## config.mk

```make
export PLATFORM = sky130hd
export DESIGN_NAME = atc_tune_ctrl
export DESIGN_NICKNAME = d
export VERILOG_FILES = /design/src/atc_pkg.sv /design/src/atc_tune_ctrl.sv /design/src/atc_i2c_probe.sv
export SDC_FILE = /design/constraint.sdc
export NUM_CORES = 1
export LEC_CHECK = 0
export ABC_AREA = 1
export BUFFER_PORTS_ARGS = -buffer_cell sky130_fd_sc_hd__buf_2
export CAP_MARGIN = 20
export CORE_MARGIN = 2
export CORE_UTILIZATION = 50
export DETAILED_ROUTE_END_ITERATION = 10
export HOLD_SLACK_MARGIN = 0.05
export PLACE_DENSITY = 0.7
export SLEW_MARGIN = 20
export SYNTH_ARGS = -nofsm -noshare
export SYNTH_HDL_FRONTEND = slang
export SYNTH_SLANG_ARGS = --single-unit
```

## constraint.sdc

```tcl
create_clock -name clk_in -period 4.9 [get_ports clk_in]
set_input_delay 1.47 -clock clk_in [delete_from_list [all_inputs] [get_ports clk_in]]
set_output_delay 1.47 -clock clk_in [all_outputs]
set_load 0.05 [all_outputs]
```

## src/atc_pkg.sv

```systemverilog
package atc_pkg;
	localparam int CLK_HZ = 10000000;
	// Bus offsets
	localparam logic [7:0] REG_CTRL = 8'h00;
	localparam logic [7:0] REG_FREQ = 8'h04;
	localparam logic [7:0] REG_SETTLE = 8'h08;
	localparam logic [7:0] REG_STATUS = 8'h0c;
	localparam logic [7:0] REG_LAST = 8'h10;
	localparam logic [7:0] REG_STEPS = 8'h14;
	// Control register fields
	localparam int CTRL_TUNE = 0;
	localparam int CTRL_SCAN = 1;
	localparam int CTRL_UNTUNED_DIS = 2;
	localparam int CTRL_PRESET_LSB = 4;
	// Reset values and expander address
	localparam logic [15:0] SETTLE_RST = 16'h03e8;
	localparam logic [15:0] MAX_STEPS_RST = 16'h00c8;
	localparam logic [7:0] EXP_ADDR = 8'h40;
	// I2C: 100 kHz, quarter-bit of 2.5 us
	localparam int I2C_QTR_NS = 2500;
	localparam int I2C_QTR_CYC = (I2C_QTR_NS * (CLK_HZ / 1000000)) / 1000;
	localparam logic [7:0] I2C_QTR = 8'(I2C_QTR_CYC);
	typedef enum logic [3:0] {
		ST_POLL = 4'h0,
		ST_POLL_WAIT = 4'h1,
		ST_IDLE = 4'h2,
		ST_CFG = 4'h3,
		ST_CFG_WAIT = 4'h4,
		ST_STEP = 4'h5,
		ST_SETTLE = 4'h6,
		ST_JUDGE = 4'h7,
		ST_LOAD = 4'h8,
		ST_DONE = 4'h9
	} atc_state_e;
endpackage

```

## src/atc_tune_ctrl.sv

```systemverilog
// Operation
// - Poll expander at power-up; ack means fitted
// - Tune request applies RF, configures expander
// - Power-ok input is active low
// - Compare last and new frequency for direction
// - Wave drive, one phase at a time
// - Read three active-low match flags
// - On improvement with power, stop, toggle load
// - Load low 22 ohm, high 35; recheck
// - Alternate until best match or no gain (code stops only at best match, max_q steps or weak RF)
// - Pass below 3:1, else fail
// - Brake and hold one phase at done
// - Watch for detune unless disabled
// - Scan mode drives scan output low
// - Preset lines pass through unchanged
//
// The implementer's own choices: the placing of the registers and register access over APB.
`timescale 1ns/1ps
module atc_tune_ctrl
	import atc_pkg::*;
(
	// Clock and reset
	input wire logic clk_in,
	input wire logic arst_n_in,
	// APB slave
	input wire logic psel_in,
	input wire logic penable_in,
	input wire logic pwrite_in,
	input wire logic [7:0] paddr_in,
	input wire logic [31:0] pwdata_in,
	output logic [31:0] prdata_out,
	output logic pready_out,
	output logic pslverr_out,
	// Expander bus pins
	output logic scl_oe_out,
	output logic sda_oe_out,
	input wire logic sda_in,
	// Antenna side
	input wire logic rf_sufficient_n_in,
	input wire logic [2:0] match_n_in,
	output logic [3:0] phase_out,
	output logic load_out,
	output logic brake_out,
	output logic rf_on_out,
	output logic scan_n_out,
	input wire logic [3:0] preset_in,
	output logic [3:0] preset_out,
	// Panel
	output logic pass_out,
	output logic fail_out,
	output logic untuned_out
);
	atc_state_e st_q;
	logic [7:0] ctrl_q;
	logic [15:0] freq_q, last_q, settle_q, max_q, cnt_q, steps_q;
	logic [1:0] phs_q;
	logic dir_up_q, fitted_q, tried_load_q;
	logic [1:0] best_q;
	logic [2:0] m_a_q, m_b_q;
	logic r_a_q, r_b_q;
	logic probe_go, probe_busy, probe_done, probe_ack;
	logic [1:0] grade;
	logic wr, rd;
	assign wr = psel_in && penable_in && pwrite_in;
	assign rd = psel_in && !penable_in && !pwrite_in;
	// Two-stage sync of the comparator pins
	always_ff @(posedge clk_in or negedge arst_n_in)
	begin
		if (!arst_n_in)
		begin
			m_a_q <= 3'h7;
			m_b_q <= 3'h7;
			r_a_q <= 1'b1;
			r_b_q <= 1'b1;
		end
		else
		begin
			m_a_q <= match_n_in;
			m_b_q <= m_a_q;
			r_a_q <= rf_sufficient_n_in;
			r_b_q <= r_a_q;
		end
	end
	// Grade 0 none, 1 under 3:1, 2 under 2:1, 3 under 1.5:1
	always_comb
	begin
		grade = 2'd0;
		if (!m_b_q[0])
			grade = 2'd1;
		if (!m_b_q[1])
			grade = 2'd2;
		if (!m_b_q[2])
			grade = 2'd3;
	end
	assign probe_go = (st_q == ST_POLL) || (st_q == ST_CFG);
	atc_i2c_probe u_probe (
		.clk_in(clk_in),
		.arst_n_in(arst_n_in),
		.start_in(probe_go),
		.byte_in(EXP_ADDR),
		.busy_out(probe_busy),
		.done_out(probe_done),
		.acked_out(probe_ack),
		.scl_oe_out(scl_oe_out),
		.sda_oe_out(sda_oe_out),
		.sda_in(sda_in)
	);
	// APB registers
	always_ff @(posedge clk_in or negedge arst_n_in)
	begin
		if (!arst_n_in)
		begin
			ctrl_q <= 8'h00;
			freq_q <= 16'h0000;
			settle_q <= SETTLE_RST;
			max_q <= MAX_STEPS_RST;
		end
		else
		begin
			if (wr && paddr_in == REG_CTRL)
				ctrl_q <= pwdata_in[7:0];
			else if (st_q == ST_CFG)
				ctrl_q[CTRL_TUNE] <= 1'b0;
			if (wr && paddr_in == REG_FREQ)
				freq_q <= pwdata_in[15:0];
			if (wr && paddr_in == REG_SETTLE)
				settle_q <= pwdata_in[15:0];
			if (wr && paddr_in == REG_STEPS)
				max_q <= pwdata_in[15:0];
		end
	end
	always_ff @(posedge clk_in or negedge arst_n_in)
	begin
		if (!arst_n_in)
		begin
			prdata_out <= 32'h0000_0000;
			pready_out <= 1'b0;
			pslverr_out <= 1'b0;
		end
		else
		begin
			pready_out <= psel_in && !penable_in;
			pslverr_out <= 1'b0;
			if (psel_in && !penable_in)
				pslverr_out <= paddr_in > REG_STEPS || paddr_in[1:0] != 2'b00;
			if (rd)
			begin
				case (paddr_in)
					REG_CTRL: prdata_out <= {24'h000000, ctrl_q};
					REG_FREQ: prdata_out <= {16'h0000, freq_q};
					REG_SETTLE: prdata_out <= {16'h0000, settle_q};
					REG_STATUS: prdata_out <= {20'h00000, st_q, fitted_q,
						untuned_out, fail_out, pass_out, grade, ~r_b_q, load_out};
					REG_LAST: prdata_out <= {16'h0000, last_q};
					REG_STEPS: prdata_out <= {16'h0000, max_q};
					default: prdata_out <= 32'h0000_0000;
				endcase
			end
		end
	end
	// Tuning sequencer
	always_ff @(posedge clk_in or negedge arst_n_in)
	begin
		if (!arst_n_in)
		begin
			st_q <= ST_POLL;
			fitted_q <= 1'b0;
			last_q <= 16'h0000;
			dir_up_q <= 1'b1;
			phs_q <= 2'd0;
			cnt_q <= 16'h0000;
			steps_q <= 16'h0000;
			best_q <= 2'd0;
			tried_load_q <= 1'b0;
			load_out <= 1'b0;
			brake_out <= 1'b0;
			rf_on_out <= 1'b0;
			phase_out <= 4'h0;
			pass_out <= 1'b0;
			fail_out <= 1'b0;
		end
		else
		begin
			case (st_q)
				ST_POLL: st_q <= ST_POLL_WAIT;
				ST_POLL_WAIT:
				begin
					if (probe_done)
					begin
						fitted_q <= probe_ack;
						st_q <= ST_IDLE;
					end
				end
				ST_IDLE:
				begin
					if (ctrl_q[CTRL_TUNE] && fitted_q)
					begin
						st_q <= ST_CFG;
						rf_on_out <= 1'b1;
						brake_out <= 1'b0;
						phase_out <= 4'h0;
						pass_out <= 1'b0;
						fail_out <= 1'b0;
						dir_up_q <= freq_q >= last_q;
						steps_q <= 16'h0000;
						best_q <= 2'd0;
						tried_load_q <= 1'b0;
					end
				end
				ST_CFG: st_q <= ST_CFG_WAIT;
				ST_CFG_WAIT:
				begin
					if (probe_done)
					begin
						st_q <= ST_SETTLE;
						cnt_q <= settle_q;
					end
				end
				ST_STEP:
				begin
					// Next phase in the chosen direction, only one lit
					phs_q <= dir_up_q ? phs_q + 2'd1 : phs_q - 2'd1;
					phase_out <= 4'h1 << (dir_up_q ? phs_q + 2'd1
						: phs_q - 2'd1);
					steps_q <= steps_q + 16'h0001;
					cnt_q <= settle_q;
					st_q <= ST_SETTLE;
				end
				ST_SETTLE:
				begin
					// Comparators lag the motor; judge only after settling
					if (cnt_q == 16'h0000)
						st_q <= ST_JUDGE;
					else
						cnt_q <= cnt_q - 16'h0001;
				end
				ST_JUDGE:
				begin
					if (r_b_q)
					begin
						fail_out <= 1'b1;
						st_q <= ST_DONE;
					end
					else if (grade == 2'd3 || steps_q >= max_q)
					begin
						pass_out <= grade != 2'd0;
						fail_out <= grade == 2'd0;
						st_q <= ST_DONE;
					end
					else if (grade > best_q)
					begin
						best_q <= grade;
						tried_load_q <= 1'b0;
						st_q <= ST_LOAD;
					end
					else if (tried_load_q && grade < best_q)
					begin
						load_out <= ~load_out;
						tried_load_q <= 1'b0;
						st_q <= ST_STEP;
					end
					else
						st_q <= ST_STEP;
				end
				ST_LOAD:
				begin
					// Low picks 22 ohm at the antenna, high 35 ohm
					load_out <= ~load_out;
					tried_load_q <= 1'b1;
					cnt_q <= settle_q;
					st_q <= ST_SETTLE;
				end
				ST_DONE:
				begin
					rf_on_out <= 1'b0;
					brake_out <= 1'b1;
					phase_out <= 4'h1 << phs_q;
					last_q <= freq_q;
					st_q <= ST_IDLE;
				end
				default: st_q <= ST_IDLE;
			endcase
		end
	end
	// Detune watch after a tune
	always_ff @(posedge clk_in or negedge arst_n_in)
	begin
		if (!arst_n_in)
			untuned_out <= 1'b0;
		else if (ctrl_q[CTRL_UNTUNED_DIS] || st_q != ST_IDLE)
			untuned_out <= 1'b0;
		else
			untuned_out <= brake_out && m_b_q[0];
	end
	always_ff @(posedge clk_in or negedge arst_n_in)
	begin
		if (!arst_n_in)
		begin
			scan_n_out <= 1'b1;
			preset_out <= 4'h0;
		end
		else
		begin
			scan_n_out <= ~ctrl_q[CTRL_SCAN];
			preset_out <= preset_in;
		end
	end
	a_one_phase: assert property (@(posedge clk_in) disable iff (!arst_n_in)
		$countones(phase_out) <= 1) else $error("multiple phases on");
	a_scan_follow: assert property (@(posedge clk_in) disable iff (!arst_n_in)
		scan_n_out == ~$past(ctrl_q[CTRL_SCAN])) else $error("scan");
	a_preset_pass: assert property (@(posedge clk_in) disable iff (!arst_n_in)
		preset_out == $past(preset_in)) else $error("preset");
	a_rf_bad_fail: assert property (@(posedge clk_in) disable iff (!arst_n_in)
		st_q == ST_JUDGE && r_b_q |=> fail_out && st_q == ST_DONE)
		else $error("no fail on weak rf");
	a_done_brake: assert property (@(posedge clk_in) disable iff (!arst_n_in)
		st_q == ST_DONE |=> brake_out && phase_out != 4'h0)
		else $error("no brake");
	a_load_flip: assert property (@(posedge clk_in) disable iff (!arst_n_in)
		st_q == ST_LOAD |=> load_out != $past(load_out))
		else $error("load not toggled");
	a_rf_tune: assert property (@(posedge clk_in) disable iff (!arst_n_in)
		st_q == ST_IDLE && ctrl_q[CTRL_TUNE] && fitted_q |=> rf_on_out)
		else $error("rf not applied");
	a_settle_wait: assert property (@(posedge clk_in) disable iff (!arst_n_in)
		st_q == ST_STEP && settle_q != 16'h0000 |=> st_q == ST_SETTLE [*2])
		else $error("judged too soon");
endmodule

```

## src/atc_i2c_probe.sv

```systemverilog
`timescale 1ns/1ps
// Sends a start, one address/write byte and a stop; reports the ack bit.
module atc_i2c_probe
	import atc_pkg::*;
(
	// Clock and reset
	input wire logic clk_in,
	input wire logic arst_n_in,
	// Request
	input wire logic start_in,
	input wire logic [7:0] byte_in,
	output logic busy_out,
	output logic done_out,
	output logic acked_out,
	// Bus pins, open drain
	output logic scl_oe_out,
	output logic sda_oe_out,
	input wire logic sda_in
);
	logic [7:0] div_q;
	logic [5:0] ph_q;
	logic [8:0] sh_q;
	logic sda_m_q;
	logic sda_s_q;
	always_ff @(posedge clk_in or negedge arst_n_in)
	begin
		if (!arst_n_in)
		begin
			sda_m_q <= 1'b1;
			sda_s_q <= 1'b1;
		end
		else
		begin
			sda_m_q <= sda_in;
			sda_s_q <= sda_m_q;
		end
	end
	// Phase 0..3 start, 4..39 nine bits of four quarters, 40..43 stop
	always_ff @(posedge clk_in or negedge arst_n_in)
	begin
		if (!arst_n_in)
		begin
			busy_out <= 1'b0;
			done_out <= 1'b0;
			acked_out <= 1'b0;
			div_q <= 8'h00;
			ph_q <= 6'h00;
			sh_q <= 9'h000;
			scl_oe_out <= 1'b0;
			sda_oe_out <= 1'b0;
		end
		else
		begin
			done_out <= 1'b0;
			if (!busy_out)
			begin
				if (start_in)
				begin
					busy_out <= 1'b1;
					ph_q <= 6'h00;
					div_q <= 8'h00;
					sh_q <= {byte_in, 1'b1};
				end
			end
			else if (div_q != I2C_QTR - 8'h01)
				div_q <= div_q + 8'h01;
			else
			begin
				div_q <= 8'h00;
				ph_q <= ph_q + 6'h01;
				if (ph_q < 6'd4)
				begin
					sda_oe_out <= (ph_q >= 6'd1);
					scl_oe_out <= (ph_q >= 6'd3);
				end
				else if (ph_q < 6'd40)
				begin
					case (ph_q[1:0])
						2'd0: sda_oe_out <= ~sh_q[8];
						2'd1: scl_oe_out <= 1'b0;
						2'd2:
						begin
							if (ph_q == 6'd38)
								acked_out <= ~sda_s_q;
						end
						default:
						begin
							scl_oe_out <= 1'b1;
							sh_q <= {sh_q[7:0], 1'b1};
						end
					endcase
				end
				else
				begin
					case (ph_q)
						6'd40: sda_oe_out <= 1'b1;
						6'd41: scl_oe_out <= 1'b0;
						6'd42: sda_oe_out <= 1'b0;
						default:
						begin
							busy_out <= 1'b0;
							done_out <= 1'b1;
						end
					endcase
				end
			end
		end
	end
endmodule

```

Word-level counts from Yosys, hierarchy flattened
Cells that the tools add are included.

Register bits: 202. Input port bits: 54. Output and inout port bits: 51. Logic and storage cells: 242.

$add $sub $neg: 6. Order comparisons: 9. Eq/ne operators: 42. Shifts and indexed selects: 2. Multiplexer cells: 80. Bitwise logic cells: 7. Reduce and logical (&&, ||, !) cells: 56.

Operator list (count): 16-bit one-hot mux with 6 select lines (1); 9-bit 2-to-1 mux (6); 16-bit 2-to-1 mux (3); 16-bit one-hot mux with 3 select lines (1); 1-bit 2-to-1 mux (36); 16-bit greater-or-equal comparator (2); 4-bit 2-to-1 mux (8); 16-bit one-hot mux with 2 select lines (1); 4-bit one-hot mux with 8 select lines (1); 2-bit != test (second input constant) (13); 6-bit == test (second input constant) (4); 8-bit 2-to-1 mux (3); 5-bit AND reduction (4); 6-bit 2-to-1 mux (3); 16-bit by 1-bit adder with 16-bit output (second input constant) (1); 4-bit by 3-bit == test with 1-bit output (second input constant) (4); 8-bit by 4-bit == test with 1-bit output (second input constant) (2); 8-bit by 5-bit == test with 1-bit output (second input constant) (2); 16-bit zero test (1); 4-bit AND reduction (4); 2-bit nonzero test (8); 16-bit by 1-bit subtractor with 16-bit output (second input constant) (1); 2-bit 2-to-1 mux (7); 1-bit one-hot mux with 2 select lines (7); 40 further kinds (79).

Longest topological paths before layout
Word-level depth: 10. Gate-level depth with buffers: 15. Depth with buffers taken out: 15.

Cells and area by module
From an unflattened synthesis, not the netlist that was laid out.

Cells, all modules: 1250. Area, all modules: 10094.7 µm².

Modules (own cells, without submodules): atc_tune_ctrl (times used 1, cells each 1024, area each 8325.5 µm², seq. area each 3927.5 µm²); atc_i2c_probe (times used 1, cells each 226, area each 1769.2 µm², seq. area each 753.2 µm²).

Least setup slack after synthesis
No wires, ideal clock.

Path kind: in2reg. From: input port paddr_in[7]. To: register settle_q[1]. Arrival time: 2.501 ns. Path slack: 2.267 ns. Stages on the path: 9. Cells stage by stage: nor2_1 nand2_1 nor2_2 nand3_2 nor2_4 nand2_2 clkbuf_1 nand2_1 o21ai_0.

Word-level cells in the longest chain between the ends: 2.

RTL lines: start, declared (RTL line atc_tune_ctrl.sv:29) `input wire logic [7:0] paddr_in,`; 8-bit by 4-bit == test with 1-bit output (RTL line atc_tune_ctrl.sv:126) `if (wr && paddr_in == REG_SETTLE)`; 1-bit logical AND (RTL line atc_tune_ctrl.sv:126); end signal, assigned (RTL line atc_tune_ctrl.sv:127) `settle_q <= pwdata_in[15:0];`; end, declared (RTL line atc_tune_ctrl.sv:55) `logic [15:0] freq_q, last_q, settle_q, max_q, cnt_q, steps_q;`.

Every way passes these cells. A chain may end at the register's enable or synchronous reset.

Worst setup path in the final report
From: input port paddr_in[7]. To: register settle_q[3].

Same word-level chain as after synthesis.

==> flow_summary.toml <==
[clock_network]
htree_levels = 4
postCtsSetupBuffers = 0
cts_hold_buf = 0
ctsLongestPathBuffers = 2
cts_root_buf = "clkbuf_16"
path_clk_slew_ns = 0.07
insertion_delay_ns = 0.45
cts_tree = "built"
numCtsBuffers = 17
ctsResizeCount = 0
clock-sinks = 186

[yosys]
yosys_warnings = 0
synth_compound_area_frac = 0.1315
yosys.area_share.simple = 0.2214
synthMuxAreaShare = 0.005384
synthFlopType = "dfrtp_1"
synth_xor_area_frac = 0.01256
syn-cell-area_um2 = 9761
postSynthCellCount = 1206
synth_top_family_by_area = "simple AND/OR/NAND/NOR gates"
seq_area_frac_synth = 0.4796
synth_edf_count = 0
syn_area_per_cell_um2 = 8.093
synth-seq-cells = 186
synth_cell_types = 50
yosys.area_share.adder = 0.05384
async_reset_ff_frac = 1.000

[place]
portBuffers = 72
gp_congestion = 0.9061
dp_hpwl_um = 17150

[route]
vias = 8083
dr.pass1.iters = 6
drt_iter0_drc = 479
wire_per_inst_um = 15.00
drc_errors = 0
ant_nets = 0
wirelength_um = 23270
routed_via_density = 5.211

[setup_path]
crit_path_start = "paddr_in[7]"
crit_path_max_incr_delay_ns = 0.41
crit_path_end_kind = "flip-flop"
cp.arrival_ns = 3.34
required_ns = 5.26
path_max_fanout = 32
path_cells = "buf_2, nor2_1, nand2_1, nor2_2, nand3_2, nor2_4, nand2_2, o21ai_0"
r2r-start = "st_q[2]"
crit_type = "in -> reg"
cp_slowest_cell = "nand2_2"
cp-start-kind = "primary input"

[global_routing]
grt_antenna_before_repair = 0
grt_pass1_vias = 7437
grt_pass1_wl_um = 37980
overflow = 0
grt.busiest_layer = "met2"
grt_max_degree = 94
grt_util_met2 = 0.3782
grtUsageTotal = 0.2396
grtUsageMet1 = 0.3296
met3_usage = 0.04632

[timing]
hold_violations = 0
rsz0062_at_grt = "false"
drv_slew = 0
fmax_mhz = 334.8
finalSetupViolCount = 0
fin_tns_setup_ns = 0
fin_crit_sh = 0.6095
worst_slew_pin_slew_ns = 0.7589
whs_ns = 0.3561
skew_ns = 0.009964
slew_headroom = 0.4928
min_period_ns = 2.987

[die]
fp.dieW_um = 143.7
fp.dieH_um = 143.7
rows = 51
dieArea_um2 = 20660
core_um2 = 19330
start_util = 0.5048
boundaryPins = 105

[worst_hold_path]
hp-class = "reg -> reg"
min_from = "m_a_q[2]"

[cells_and_area]
drive_above_1_share = 0.1376
final_cell_mix = "316 x nand2_1, 165 x dfrtp_1, 160 x inv_1, 134 x o21ai_0, 75 x nor2_1"
final_nets = 1369
antennaDiodeCount = 0
area_delta_synth_final_pct = 11.31
layout_commonest_cell = "nand2_1"

[job]
cap_violations = 0

[pwr]
vdd_ir_drop_max_v = 0.0002624
power_density_nw_per_um2 = 284.0
leakagePower_uw = 0.005344

[outcome]
status = "complete, no violations"
state kept, by name, indices dropped and copies added, names as in the netlist, 6 cells and up:
register	count
cnt_q	16
u_probe.ph_q	6
freq_q	16
prdata_out	16
steps_q	16
u_probe.sh_q	9
settle_q	16
max_q	16
last_q	16
ctrl_q	8
u_probe.div_q	8
stage by stage:
step	utilization	power, µW	std cells	area [µm²]	setup slack (ns)
5_1_grt	0.5619	3192	1551	10860	1.741
4_1_cts	0.5619	3115	1551	10860	1.934
3_3_place_gp	0.5326	1771	1519	10300	1.559
6_report	0.5619	3085	1551	10860	1.913
2_1_floorplan	-	1701	1221	9817	2.267
3_5_place_dp	0.5326	1774	1519	10300	1.480
area by class of cell:
cell class,count,area [µm²]
Fill cell,1773,8471
Sequential cell,186,4681
Multi-Input combinational cell,815,4205
Inverter,176,661.9
Clock buffer,18,439.2
Timing Repair Buffer,77,419.2
Tap cell,265,331.6
Clock inverter,14,126.4
cells in the mapped netlist, types with 3 or more instances:
library cell,n,area [µm²]
mux2i_1,3,30.03
dfstp_2,21,551.8
nor2_1,75,281.5
xor2_1,10,87.58
o21a_1,5,37.54
o31ai_1,9,67.56
inv_1,160,600.6
or2_2,6,37.54
nor3_2,3,30.03
nand3_2,3,30.03
clkbuf_1,10,37.54
nand2_1,316,1186
o221ai_1,5,43.79
inv_2,14,52.55
o21ai_0,134,670.6
xnor2_1,4,35.03
nand3_1,55,275.3
o22ai_1,14,87.58
o21ai_1,14,70.07
ha_1,42,525.5
buf_4,20,150.1
buf_2,10,50.05
nand4_1,12,75.07
nor2_2,4,25.02
nand2_2,7,43.79
nor3_1,13,65.06
dfrtp_1,165,4129
a21oi_1,37,185.2
nor2_4,5,56.30
o211ai_1,4,30.03
power by group:
part	leakage (µW)	total, µW	internal (µW)	switching [µW]
combinational	0.00261	175	39.7	135
sequential	0.00246	1570	1560	10.8
clock	0.000274	1340	683	660
layer usage:
metal	wire, µm	share of wire
met1	10550	0.45
met2	10610	0.46
met3	1411	0.061
met4	693	0.030
met5	0	0
kinds of logic (layout without fill, tap and decap cells):
kind of cell,Yosys count,count (layout)
compound gates,233,233
simple gates,505,505
xor+xnor,14,14
mux,5,5
buf+inv,220,285
other cells,1,16
flops,186,186
fa+ha+maj,42,42
final timing paths:
check	to	slack [ns]	cells past startpoint
worst min register to register	m_b_q[2]	0.36	0
max in group asynchronous	max_q[3]	2.97	2
worst min-delay path	m_b_q[2]	0.36	0
worst max register to register	cnt_q[10]	2.48	9
min in group asynchronous	prdata_out[12]	1.09	1
worst max-delay path	settle_q[3]	1.91	8
worst max-delay path: cells and delay by family:
kind	cells	cell delay, ns
buf+inv	1	0.09
compound gates	1	0.33
simple gates	6	1.44
Power figures use the tool's default switching activity.
